===== src/scaw_pkg.sv =====
// package: shared constants, types and timing counts for the star activity and wake logic
package scaw_pkg;

    localparam int unsigned CLK_PERIOD_NS = 40;

    // filter times in ns; cycle counts round up to whole cycles
    localparam int unsigned T_LWU_NS       = 50000;
    localparam int unsigned T_IS_WAKE_NS   = 1000;
    localparam int unsigned T_BUS_ACT_NS   = 200;
    localparam int unsigned T_BUS_IDLE_NS  = 200;
    localparam int unsigned T_TXEN_ACT_NS  = 200;
    localparam int unsigned T_TXEN_IDLE_NS = 200;
    localparam int unsigned T_IS_ACT_NS    = 200;
    localparam int unsigned T_IS_IDLE_NS   = 200;
    // byte start gap that the bus idle filter must bridge
    localparam int unsigned T_BSS_GAP_NS   = 130;

    localparam int unsigned CYC_LWU       = (T_LWU_NS + CLK_PERIOD_NS - 1) / CLK_PERIOD_NS;
    localparam int unsigned CYC_IS_WAKE   = (T_IS_WAKE_NS + CLK_PERIOD_NS - 1) / CLK_PERIOD_NS;
    localparam int unsigned CYC_BUS_ACT   = (T_BUS_ACT_NS + CLK_PERIOD_NS - 1) / CLK_PERIOD_NS;
    localparam int unsigned CYC_BUS_IDLE  = (T_BUS_IDLE_NS + CLK_PERIOD_NS - 1) / CLK_PERIOD_NS;
    localparam int unsigned CYC_TXEN_ACT  = (T_TXEN_ACT_NS + CLK_PERIOD_NS - 1) / CLK_PERIOD_NS;
    localparam int unsigned CYC_TXEN_IDLE = (T_TXEN_IDLE_NS + CLK_PERIOD_NS - 1) / CLK_PERIOD_NS;
    localparam int unsigned CYC_IS_ACT    = (T_IS_ACT_NS + CLK_PERIOD_NS - 1) / CLK_PERIOD_NS;
    localparam int unsigned CYC_IS_IDLE   = (T_IS_IDLE_NS + CLK_PERIOD_NS - 1) / CLK_PERIOD_NS;
    localparam int unsigned CYC_BSS_GAP   = (T_BSS_GAP_NS + CLK_PERIOD_NS - 1) / CLK_PERIOD_NS;

    localparam int unsigned CNT_W      = 11;
    localparam int unsigned NUM_BR     = 2;
    localparam int unsigned FIFO_DEPTH = 8;

    // operating modes of the surrounding mode machine
    typedef enum logic [4:0] {
        SCAW_MODE_OFF     = 5'b0_0001,
        SCAW_MODE_RESET   = 5'b0_0010,
        SCAW_MODE_STANDBY = 5'b0_0100,
        SCAW_MODE_SLEEP   = 5'b0_1000,
        SCAW_MODE_NORMAL  = 5'b1_0000
    } scaw_mode_e;

    // forwarding source, one-hot
    typedef enum logic [3:0] {
        SCAW_SRC_NONE = 4'b0001,
        SCAW_SRC_TX   = 4'b0010,
        SCAW_SRC_BUS  = 4'b0100,
        SCAW_SRC_IS   = 4'b1000
    } scaw_src_e;

    // bus symbol code: idle, data_0, data_1
    typedef enum logic [1:0] {
        SCAW_SYM_IDLE = 2'h0,
        SCAW_SYM_D0   = 2'h1,
        SCAW_SYM_D1   = 2'h2
    } scaw_sym_e;

    // per-branch analog comparator results
    typedef struct packed {
        logic act;
        logic high;
        logic low;
        logic short_bp_bm;
        logic short_gnd;
        logic short_sup;
    } scaw_branch_s;

    // symbol word carried through the output fifo
    typedef struct packed {
        scaw_src_e src;
        scaw_sym_e sym;
    } scaw_word_s;

    localparam int unsigned WORD_W = $bits(scaw_word_s);

endpackage : scaw_pkg


===== src/scaw_core.sv =====
// star coupler wake detection, activity/idle detection, signal routing and branch error flags
`timescale 1ns/1ps

//////////////////////////////////////////////////////////////////////////////////////////////////////
module scaw_core
    import scaw_pkg::*;
(
    // clock and reset
    input  wire logic                clock_in,
    input  wire logic                sys_rst_in,
    // mode and supply status
    input  wire scaw_mode_e          mode_in,
    input  wire logic                io_uv_in,
    // communication controller side
    input  wire logic                txd_in,
    input  wire logic                tx_en_n_in,
    input  wire logic                bus_guard_en_in,
    output logic                     rxd_out,
    // local wake pin
    input  wire logic                local_wake_in,
    output logic                     local_wake_pulldown_out,
    // inner-star lines, open drain
    input  wire logic                inner_star_line0_in,
    input  wire logic                inner_star_line1_in,
    output logic                     inner_star_line0_out,
    output logic                     inner_star_line0_oe_out,
    output logic                     inner_star_line1_out,
    output logic                     inner_star_line1_oe_out,
    // bus branches
    input  wire scaw_branch_s [NUM_BR-1:0] branch_in,
    output scaw_sym_e                bus_sym_out,
    output logic                     bus_tx_on_out,
    output logic                     bus_bias_gnd_out,
    output logic                     bus_float_out,
    // status flags, cleared from outside, and one-cycle interrupts
    input  wire logic                local_wake_clr_in,
    input  wire logic                inner_star_wake_clr_in,
    input  wire logic [NUM_BR-1:0]   branch_tx_error_clr_in,
    output logic                     local_wake_flag_out,
    output logic                     inner_star_wake_flag_out,
    output logic [NUM_BR-1:0]        branch_tx_error_flag_out,
    output logic                     wake_interrupt_out,
    output logic [NUM_BR-1:0]        branch_event_interrupt_out,
    // activity status
    output logic                     bus_active_out,
    output logic                     tx_active_out,
    output logic                     inner_star_active_out,
    output logic                     fifo_ready_out
);

    //////////////////////////////////////////////////////////////////////////////////////////////////
    // filter counters: each restarts when its condition breaks

    localparam int NF = 9;
    // index map of filters
    localparam int F_LWU_LO = 0;
    localparam int F_LWU_HI = 1;
    localparam int F_ISWAKE = 2;
    localparam int F_BUSACT = 3;
    localparam int F_BUSIDL = 4;
    localparam int F_TXACT  = 5;
    localparam int F_TXIDL  = 6;
    localparam int F_ISACT  = 7;
    localparam int F_ISIDL  = 8;

    localparam logic [NF-1:0][CNT_W-1:0] F_LIMIT = {
        CNT_W'(CYC_IS_IDLE), CNT_W'(CYC_IS_ACT), CNT_W'(CYC_TXEN_IDLE), CNT_W'(CYC_TXEN_ACT),
        CNT_W'(CYC_BUS_IDLE), CNT_W'(CYC_BUS_ACT), CNT_W'(CYC_IS_WAKE), CNT_W'(CYC_LWU), CNT_W'(CYC_LWU)
    };

    logic              bus_act_raw;
    logic              bus_act_bridged;
    logic [CNT_W-1:0]  gap_cnt;
    logic              is_any_low;
    logic [NF-1:0]     f_cond;
    logic [NF-1:0]     f_hit;

    // a line pulled low by our own driver is not inner-star input, else the star would echo itself
    assign is_any_low  = (!inner_star_line0_in && !inner_star_line0_oe_out)
                         || (!inner_star_line1_in && !inner_star_line1_oe_out);
    assign bus_act_raw = branch_in[0].act || branch_in[1].act;

    // short dropouts of activity (byte start gaps) are bridged so the bus idle filter does not fire inside a frame
    always_ff @(posedge clock_in or posedge sys_rst_in)
    begin
        if (sys_rst_in)
        begin
            gap_cnt <= '0;
        end
        else if (bus_act_raw)
        begin
            gap_cnt <= '0;
        end
        else if (gap_cnt != CNT_W'(CYC_BSS_GAP))
        begin
            gap_cnt <= gap_cnt + CNT_W'(1);
        end
    end
    assign bus_act_bridged = bus_act_raw || (gap_cnt != CNT_W'(CYC_BSS_GAP));

    always_comb
    begin
        f_cond           = '0;
        f_cond[F_LWU_LO] = !local_wake_in;
        f_cond[F_LWU_HI] = local_wake_in;
        f_cond[F_ISWAKE] = is_any_low;
        f_cond[F_BUSACT] = bus_act_raw;
        f_cond[F_BUSIDL] = !bus_act_bridged;
        f_cond[F_TXACT]  = !tx_en_n_in;
        f_cond[F_TXIDL]  = tx_en_n_in;
        f_cond[F_ISACT]  = is_any_low;
        f_cond[F_ISIDL]  = !is_any_low;
    end

    generate
        for (genvar g = 0; g < NF; g++)
        begin : g_filt
            logic [CNT_W-1:0] cnt;
            always_ff @(posedge clock_in or posedge sys_rst_in)
            begin
                if (sys_rst_in)
                begin
                    cnt <= '0;
                end
                else if (!f_cond[g])
                begin
                    cnt <= '0;
                end
                else if (cnt != F_LIMIT[g])
                begin
                    cnt <= cnt + CNT_W'(1);
                end
            end
            assign f_hit[g]  = f_cond[g] && (cnt == F_LIMIT[g] - CNT_W'(1));
        end
    endgenerate

    //////////////////////////////////////////////////////////////////////////////////////////////////
    // local and inner-star wake

    logic powered;
    assign powered = (mode_in != SCAW_MODE_OFF) && (mode_in != SCAW_MODE_RESET);

    always_ff @(posedge clock_in or posedge sys_rst_in)
    begin
        if (sys_rst_in)
        begin
            local_wake_pulldown_out <= 1'b0;
        end
        else if (f_hit[F_LWU_LO])
        begin
            local_wake_pulldown_out <= 1'b1;
        end
        else if (f_hit[F_LWU_HI])
        begin
            local_wake_pulldown_out <= 1'b0;
        end
    end

    logic lwu_event;
    logic isw_event;
    assign lwu_event = powered && f_hit[F_LWU_LO] && !local_wake_pulldown_out;
    assign isw_event = powered && f_hit[F_ISWAKE];

    // set wins over clear on every flag
    always_ff @(posedge clock_in or posedge sys_rst_in)
    begin
        if (sys_rst_in)
        begin
            local_wake_flag_out      <= 1'b0;
            inner_star_wake_flag_out <= 1'b0;
        end
        else
        begin
            local_wake_flag_out      <= lwu_event || (local_wake_flag_out && !local_wake_clr_in);
            inner_star_wake_flag_out <= isw_event || (inner_star_wake_flag_out && !inner_star_wake_clr_in);
        end
    end

    always_ff @(posedge clock_in or posedge sys_rst_in)
    begin
        if (sys_rst_in)
        begin
            wake_interrupt_out <= 1'b0;
        end
        else
        begin
            wake_interrupt_out <= lwu_event || isw_event;
        end
    end

    //////////////////////////////////////////////////////////////////////////////////////////////////
    // activity / idle state per input channel

    logic normal;
    assign normal = (mode_in == SCAW_MODE_NORMAL);

    always_ff @(posedge clock_in or posedge sys_rst_in)
    begin
        if (sys_rst_in)
        begin
            bus_active_out        <= 1'b0;
            tx_active_out         <= 1'b0;
            inner_star_active_out <= 1'b0;
        end
        else
        begin
            if (!normal || f_hit[F_BUSIDL])
            begin
                bus_active_out <= 1'b0;
            end
            else if (f_hit[F_BUSACT])
            begin
                bus_active_out <= 1'b1;
            end
            if (f_hit[F_TXIDL])
            begin
                tx_active_out <= 1'b0;
            end
            else if (f_hit[F_TXACT])
            begin
                tx_active_out <= 1'b1;
            end
            if (f_hit[F_ISIDL])
            begin
                inner_star_active_out <= 1'b0;
            end
            else if (f_hit[F_ISACT])
            begin
                inner_star_active_out <= 1'b1;
            end
        end
    end

    //////////////////////////////////////////////////////////////////////////////////////////////////
    // source arbitration: first active channel holds until it goes idle

    scaw_src_e src;
    scaw_src_e next_src;
    logic      tx_gate;
    logic      txd_q;
    logic      tx_started;

    assign tx_gate = !tx_en_n_in && bus_guard_en_in;

    always_ff @(posedge clock_in or posedge sys_rst_in)
    begin
        if (sys_rst_in)
        begin
            txd_q      <= 1'b1;
            tx_started <= 1'b0;
        end
        else
        begin
            txd_q <= txd_in;
            if (!tx_gate || !normal)
            begin
                tx_started <= 1'b0;
            end
            else if (txd_q && !txd_in)
            begin
                tx_started <= 1'b1;
            end
        end
    end

    always_comb
    begin
        next_src = src;
        unique case (src)
            SCAW_SRC_NONE:
            begin
                if (tx_started)
                begin
                    next_src = SCAW_SRC_TX;
                end
                else if (bus_active_out)
                begin
                    next_src = SCAW_SRC_BUS;
                end
                else if (inner_star_active_out)
                begin
                    next_src = SCAW_SRC_IS;
                end
            end
            SCAW_SRC_TX:
            begin
                if (!tx_started)
                begin
                    next_src = SCAW_SRC_NONE;
                end
            end
            SCAW_SRC_BUS:
            begin
                if (!bus_active_out)
                begin
                    next_src = SCAW_SRC_NONE;
                end
            end
            SCAW_SRC_IS:
            begin
                if (!inner_star_active_out)
                begin
                    next_src = SCAW_SRC_NONE;
                end
            end
        endcase
        if (!normal)
        begin
            next_src = SCAW_SRC_NONE;
        end
    end

    always_ff @(posedge clock_in or posedge sys_rst_in)
    begin
        if (sys_rst_in)
        begin
            src <= SCAW_SRC_NONE;
        end
        else
        begin
            src <= next_src;
        end
    end

    //////////////////////////////////////////////////////////////////////////////////////////////////
    // symbol selection, buffered in a fifo before the output stage

    scaw_sym_e  sym;
    scaw_word_s wr_word;
    scaw_word_s rd_word;
    logic       rd_valid;
    logic       bus_high;
    logic       bus_low;

    assign bus_high = branch_in[0].high || branch_in[1].high;
    assign bus_low  = branch_in[0].low || branch_in[1].low;

    always_comb
    begin
        sym = SCAW_SYM_IDLE;
        unique case (src)
            SCAW_SRC_NONE: sym = SCAW_SYM_IDLE;
            SCAW_SRC_TX:   sym = txd_in ? SCAW_SYM_D1 : SCAW_SYM_D0;
            SCAW_SRC_BUS:  sym = bus_low ? SCAW_SYM_D0 : (bus_high ? SCAW_SYM_D1 : SCAW_SYM_IDLE);
            SCAW_SRC_IS:   sym = !inner_star_line0_in ? SCAW_SYM_D0
                               : (!inner_star_line1_in ? SCAW_SYM_D1 : SCAW_SYM_IDLE);
        endcase
    end

    assign wr_word = '{src: src, sym: sym};

    // the output stage always drains, so the fifo only adds latency; ready is exposed for status
    scaw_fifo #(
        .WIDTH (WORD_W),
        .DEPTH (FIFO_DEPTH)
    ) u_fifo (
        .clock_in     (clock_in),
        .sys_rst_in   (sys_rst_in),
        .wr_valid_in  (1'b1),
        .wr_data_in   (wr_word),
        .wr_ready_out (fifo_ready_out),
        .rd_valid_out (rd_valid),
        .rd_data_out  (rd_word),
        .rd_ready_in  (1'b1)
    );

    //////////////////////////////////////////////////////////////////////////////////////////////////
    // output stage

    scaw_sym_e osym;
    scaw_src_e osrc;
    assign osym = rd_valid ? rd_word.sym : SCAW_SYM_IDLE;
    assign osrc = rd_valid ? rd_word.src : SCAW_SRC_NONE;

    always_ff @(posedge clock_in or posedge sys_rst_in)
    begin
        if (sys_rst_in)
        begin
            rxd_out                 <= 1'b1;
            bus_sym_out             <= SCAW_SYM_IDLE;
            bus_tx_on_out           <= 1'b0;
            inner_star_line0_out    <= 1'b0;
            inner_star_line0_oe_out <= 1'b0;
            inner_star_line1_out    <= 1'b0;
            inner_star_line1_oe_out <= 1'b0;
        end
        else
        begin
            inner_star_line0_out <= 1'b0;
            inner_star_line1_out <= 1'b0;
            if (!powered)
            begin
                rxd_out <= 1'b1;
            end
            else if (io_uv_in)
            begin
                rxd_out <= 1'b0;
            end
            else
            begin
                rxd_out <= (normal && osym == SCAW_SYM_D0) ? 1'b0 : 1'b1;
            end
            // bus is driven from transmit or inner-star source only, never from itself
            bus_tx_on_out <= normal && !io_uv_in && (osrc == SCAW_SRC_TX || osrc == SCAW_SRC_IS);
            bus_sym_out   <= (normal && !io_uv_in && osrc != SCAW_SRC_BUS) ? osym : SCAW_SYM_IDLE;
            // inner lines mirror tx or bus sources, never the inner-star source itself
            inner_star_line0_oe_out <= normal && osym == SCAW_SYM_D0 && osrc != SCAW_SRC_IS
                                       && !(osrc == SCAW_SRC_TX && io_uv_in);
            inner_star_line1_oe_out <= normal && osym == SCAW_SYM_D1 && osrc != SCAW_SRC_IS
                                       && !(osrc == SCAW_SRC_TX && io_uv_in);
        end
    end

    assign bus_bias_gnd_out = (mode_in == SCAW_MODE_STANDBY) || (mode_in == SCAW_MODE_SLEEP);
    assign bus_float_out    = !powered;

    //////////////////////////////////////////////////////////////////////////////////////////////////
    // branch transmit error flags

    generate
        for (genvar b = 0; b < NUM_BR; b++)
        begin : g_br
            logic err;
            assign err = bus_tx_on_out && (branch_in[b].short_bp_bm || branch_in[b].short_gnd
                                           || branch_in[b].short_sup);
            always_ff @(posedge clock_in or posedge sys_rst_in)
            begin
                if (sys_rst_in)
                begin
                    branch_tx_error_flag_out[b]   <= 1'b0;
                    branch_event_interrupt_out[b] <= 1'b0;
                end
                else
                begin
                    branch_tx_error_flag_out[b]   <= err || (branch_tx_error_flag_out[b]
                                                             && !branch_tx_error_clr_in[b]);
                    branch_event_interrupt_out[b] <= err && !branch_tx_error_flag_out[b];
                end
            end
        end
    endgenerate

endmodule : scaw_core


===== src/scaw_fifo.sv =====
// small synchronous fifo with valid/ready on both sides
`timescale 1ns/1ps
module scaw_fifo
#(
    parameter int unsigned WIDTH = 6,
    parameter int unsigned DEPTH = 8
)
(
    // clock and reset
    input  wire logic             clock_in,
    input  wire logic             sys_rst_in,
    // fill side
    input  wire logic             wr_valid_in,
    input  wire logic [WIDTH-1:0] wr_data_in,
    output logic                  wr_ready_out,
    // drain side
    output logic                  rd_valid_out,
    output logic [WIDTH-1:0]      rd_data_out,
    input  wire logic             rd_ready_in
);
    localparam int unsigned AW = $clog2(DEPTH);

    logic [WIDTH-1:0] mem [DEPTH];
    logic [AW-1:0]    wr_ptr;
    logic [AW-1:0]    rd_ptr;
    logic [AW:0]      count;
    logic             do_wr;
    logic             do_rd;

    assign wr_ready_out = (count != (AW+1)'(DEPTH));
    assign rd_valid_out = (count != '0);
    assign do_wr        = wr_valid_in && wr_ready_out;
    assign do_rd        = rd_valid_out && rd_ready_in;
    assign rd_data_out  = mem[rd_ptr];

    always_ff @(posedge clock_in)
    begin
        if (do_wr)
        begin
            mem[wr_ptr] <= wr_data_in;
        end
    end

    always_ff @(posedge clock_in or posedge sys_rst_in)
    begin
        if (sys_rst_in)
        begin
            wr_ptr <= '0;
            rd_ptr <= '0;
            count  <= '0;
        end
        else
        begin
            if (do_wr)
            begin
                wr_ptr <= (wr_ptr == AW'(DEPTH - 1)) ? '0 : wr_ptr + AW'(1);
            end
            if (do_rd)
            begin
                rd_ptr <= (rd_ptr == AW'(DEPTH - 1)) ? '0 : rd_ptr + AW'(1);
            end
            if (do_wr && !do_rd)
            begin
                count <= count + (AW+1)'(1);
            end
            else if (do_rd && !do_wr)
            begin
                count <= count - (AW+1)'(1);
            end
        end
    end

endmodule : scaw_fifo


===== config.mk =====
export PLATFORM = sky130hd
export DESIGN_NAME = scaw_core
export DESIGN_NICKNAME = d
export VERILOG_FILES = /design/src/scaw_pkg.sv /design/src/scaw_core.sv /design/src/scaw_fifo.sv
export SDC_FILE = /design/constraint.sdc
export NUM_CORES = 1
export LEC_CHECK = 0
export BUFFER_PORTS_ARGS = -buffer_cell sky130_fd_sc_hd__buf_2
export CAP_MARGIN = 20
export CELL_PAD_IN_SITES_DETAIL_PLACEMENT = 0
export CELL_PAD_IN_SITES_GLOBAL_PLACEMENT = 1
export CORE_MARGIN = 1.5
export CORE_UTILIZATION = 49
export DETAILED_ROUTE_END_ITERATION = 8
export HOLD_SLACK_MARGIN = 0.12
export PLACE_DENSITY_LB_ADDON = 0.1
export SLEW_MARGIN = 5
export SYNTH_ARGS = -nofsm -noshare
export SYNTH_HDL_FRONTEND = slang
export SYNTH_HIERARCHICAL = 1
export SYNTH_SLANG_ARGS = --single-unit

===== constraint.sdc =====
create_clock -name clock_in -period 4.9 [get_ports clock_in]
set_input_delay 0.245 -clock clock_in [delete_from_list [all_inputs] [get_ports clock_in]]
set_output_delay 0.245 -clock clock_in [all_outputs]
set_load 0.01 [all_outputs]

==> summary.txt <==
GRT
  – Number of global-route vias before repair: 6478
  – Largest net degree at the start of global routing: 134
  – Antenna violations before repair: 1
  – First-pass GRT wire length: 32.2 mm
  – Congestion Overflow GR: 0
  – Gr usage total: 20.3%

Synth
  – Register bit total from synthesis: 191
  – Post-synthesis mux area share: 5.26%
  – Post-synth top area share: 36.9%
  – Post-synth top area cell: dfrtp_1
  – Syn. warnings: 6
  – Mean Syn Cell Area: 11.0 um^2
  – EDFF count, synth: 48
  – Adder-Cell Fraction of Synth Area: 4.95%
  – Synthesized instance count: 867
  – Post-Synth Simple-Gate Area: 20.5%
  – Dominant synthesized flop cell: dfrtp_1
  – Largest family of logic cells by synthesized area: simple AND/OR/NAND/NOR gates
  – Compound-gate portion of the synthesized area: 6.26%
  – Cell variety after synth: 70
  – XOR/XNOR Fraction of Synth Area: 7.19%
  – FFs w/ async S/R, synth: 74.9%
  – Post-synthesis sequential area ratio: 52.9%
  – Top post-synthesis cells by area: dfrtp_1 (37%), edfxtp_1 (15%), ha_1 (4.7%)
  – Synth Cell Area: 0.00950 mm^2

Worst setup path
  – Cells along the critical path: or4b_4 -> nand2_4 -> inv_1 -> ha_1 -> inv_1 -> ha_1 -> or4_1 -> nand3_1 -> o221ai_1
  – FF-to-FF setup slack: 2.09 ns
  – Slowest cell on the critical path: or4b_4
  – Worst stage delay on the critical path: 0.61 ns
  – Worst Path Required: 5.20 ns
  – Crit Reg-Reg Startpoint: u_fifo/count[0]
  – Crit path capture type: flop
  – CP max FO: 8
  – Critical path buffers and inverters: 2
  – Reg2Reg Depth: 9
  – CP top delay family: simple AND/OR/NAND/NOR gates
  – Worst Setup Start Kind: flop
  – R2R Path End: u_fifo/count[3]
  – CP Data Arrival Time: 3.12 ns
  – Critical path class: reg -> reg

Drt
  – Number of iterations in the first detailed-routing pass: 5
  – Detailed Route WL: 19.3 mm
  – Number of DRC markers in iteration 0: 372
  – Wirelength per Cell: 16.0 um
  – Total number of vias: 6687
  – Final ANT Viol Nets: 0
  – Vias per cell: 5.56
  – Residual DRC count: 0

Timing
  – Final Setup Violations: 0
  – Crit path time final: 2.81 ns
  – Fmax: 355 MHz
  – Tcrit/Tclk final: 57.4%
  – Max-slew violations: 0
  – Setup Skew: 0.00925 ns
  – Slew @ Worst Pin: 1.05 ns
  – Setup_tns: 0 ns
  – Slew headroom: 29.6%
  – Hold Fails Final Rpt: 0
  – RSZ-0062 raised after global routing: no

CTS
  – Clk slew on worst S/H paths: 0.07 ns
  – # clock sinks: 191
  – Num CTS Buffers: 17
  – PostCTS Resize Cnt: 0
  – CTS Root Buffer Type: clkbuf_16
  – Clk buf depth: 2
  – Number of H-tree levels: 4
  – CTS tree: built
  – Latest clock arrival within the worst-skew pair: 0.43 ns

Finish
  – Area growth syn-to-layout: 12.8%
  – Antenna Cells: 0
  – Layout cells sized above 1: 11.8%
  – Layout Cells excl Fill: 1202
  – Commonest non-fill, non-tap cell in the layout: dfrtp_1
  – Final #Nets: 996
  – Most frequent cells in the layout: dfrtp_1 (140), nor2_1 (97), nand2_1 (61), buf_2 (51), edfxtp_1 (48)

Power and ir drop
  – Pwr Density: 394 mW/mm^2
  – Worst vdd ir: 0.242 mV
  – Psw: 1.26 mW
  – Internal: 2.96 mW
  – LEAKAGE: 4.51 nW
  – Sw frac: 29.8%
  – Combinational share of power: 19.5%
  – Reg power frac: 47.6%
  – Clock Power Share: 32.9%
  – Tot Pwr: 4.22 mW

Floorplanning
  – Initial Util: 50.4%
  – Die area: 0.0202 mm^2
  – Die Ht: 142 um
  – Core Region: 0.0188 mm^2
  – Die X: 142 um
  – FP Rows: 50
  – I/O Pins: 52

Worst hold path
  – Hold Path Depth: 3
  – Hold path start: branch_in[6]
  – Hold crit path type: in -> reg
  – Hold EP: branch_event_interrupt_out[1]

Placed design
  – Port Buffers: 49
  – DPL Wire Length: 13.1 mm
  – Routability Congestion: 0.819
  – Cell count after placement: 1156

Run status
  – Status: completed

Run
  – Max_cap viols: 0
[synthesized netlist by cell type (all sizes together), types with 25 or more instances]
| master | n |
|---|---|
| a21oi | 25 |
| edfxtp | 48 |
| nor3 | 34 |
| inv | 38 |
| ha | 36 |
| xor2 | 38 |
| nand2 | 62 |
| xnor2 | 40 |
| nor2 | 97 |
| nand3 | 42 |
| dfrtp | 140 |
| o21ai | 28 |
[worst max-delay path by stage]
stage	cells after the start	slack (ns)	end	startpoint
final	9	2.09	u_fifo/count[3]	u_fifo/count[0]
after CTS	9	2.09	u_fifo/count[3]	u_fifo/count[0]
after global routing	9	1.98	u_fifo/count[3]	u_fifo/count[0]
after detailed placement	9	2.10	u_fifo/count[3]	u_fifo/count[0]
after global placement	9	2.23	u_fifo/count[3]	u_fifo/count[0]
after floorplan	1	1.11	branch_event_interrupt_out[0]	sys_rst_in
[worst min-delay path, delay by kind of cell]
kind	cells	cell delay (ns)
simple gates	1	0.14
buf+inv	1	0.08
compound gates	1	0.07
[registers in the layout (all words and copies together), names as in the netlist, 2 cells and up]
register and cells:
u_fifo/wr_ptr 3, g_filt.cnt 99, bus_sym_out 2, gap_cnt 11
src 4, u_fifo/rd_ptr 3, branch_tx_error_flag_out 2, u_fifo/mem 48
u_fifo/count 4, branch_event_interrupt_out 2
[cell families after synthesis]
family / count (synthesis)
AO/OA/AOI/OAI: 92
flip-flops: 191
adder cells (fa/ha/maj): 37
AND/OR/NAND/NOR: 374
multiplexers: 29
other: 2
XOR/XNOR: 78
buffers and inverters: 64
[layer usage]
layer / GRT usage (%) / wire (um) / up-vias
li1: - / - / 3226
met1: 27.1 / 9000 / 3355
met2: 33.5 / 9410 / 87
met3: 4.54 / 673 / 19
met4: 5.91 / 201 / 0
met5: 0 / 0 / -
[power by group through the flow]
stage | clock network (mW) | registers [mW] | logic (mW)
CTS | 1.43 | 2.01 | 0.829
floorplan | 0 | 1.94 | 0.694
detailed placement | 0 | 2.04 | 0.813
global route | 1.49 | 2.04 | 0.910
global placement | 0 | 2.02 | 0.762
finish | 1.39 | 2.01 | 0.824
[cell type report]
class	count	area (um^2)
fillers	1624	8120
flip-flops and latches	191	5020
multi-input cells	615	4220
clock buffers	18	429
repair buffers	66	410
well taps	260	325
clock inverters	14	158
inverters	38	145
[stage by stage]
stage | hold slack (ns) | utilization [%] | setup slack [ns] | area [um^2]
floorplan | 0.0852 | - | 1.11 | 9510
global placement | 0.270 | 53.1 | 2.23 | 9990
detailed placement | 0.289 | 53.1 | 2.10 | 9990
CTS | 0.124 | 56.8 | 2.09 | 10700
global route | 0.152 | 56.9 | 1.98 | 10700
finish | 0.157 | 56.9 | 2.09 | 10700
[repair_timing]
| action | in CTS | in global routing |
|---|---|---|
| hold buffers | 12 | 0 |
| buffers inserted | 0 | 0 |
| endpoints found under the hold margin | 149 | 0 |
No activity file was read; power rests on OpenSTA's default activity.
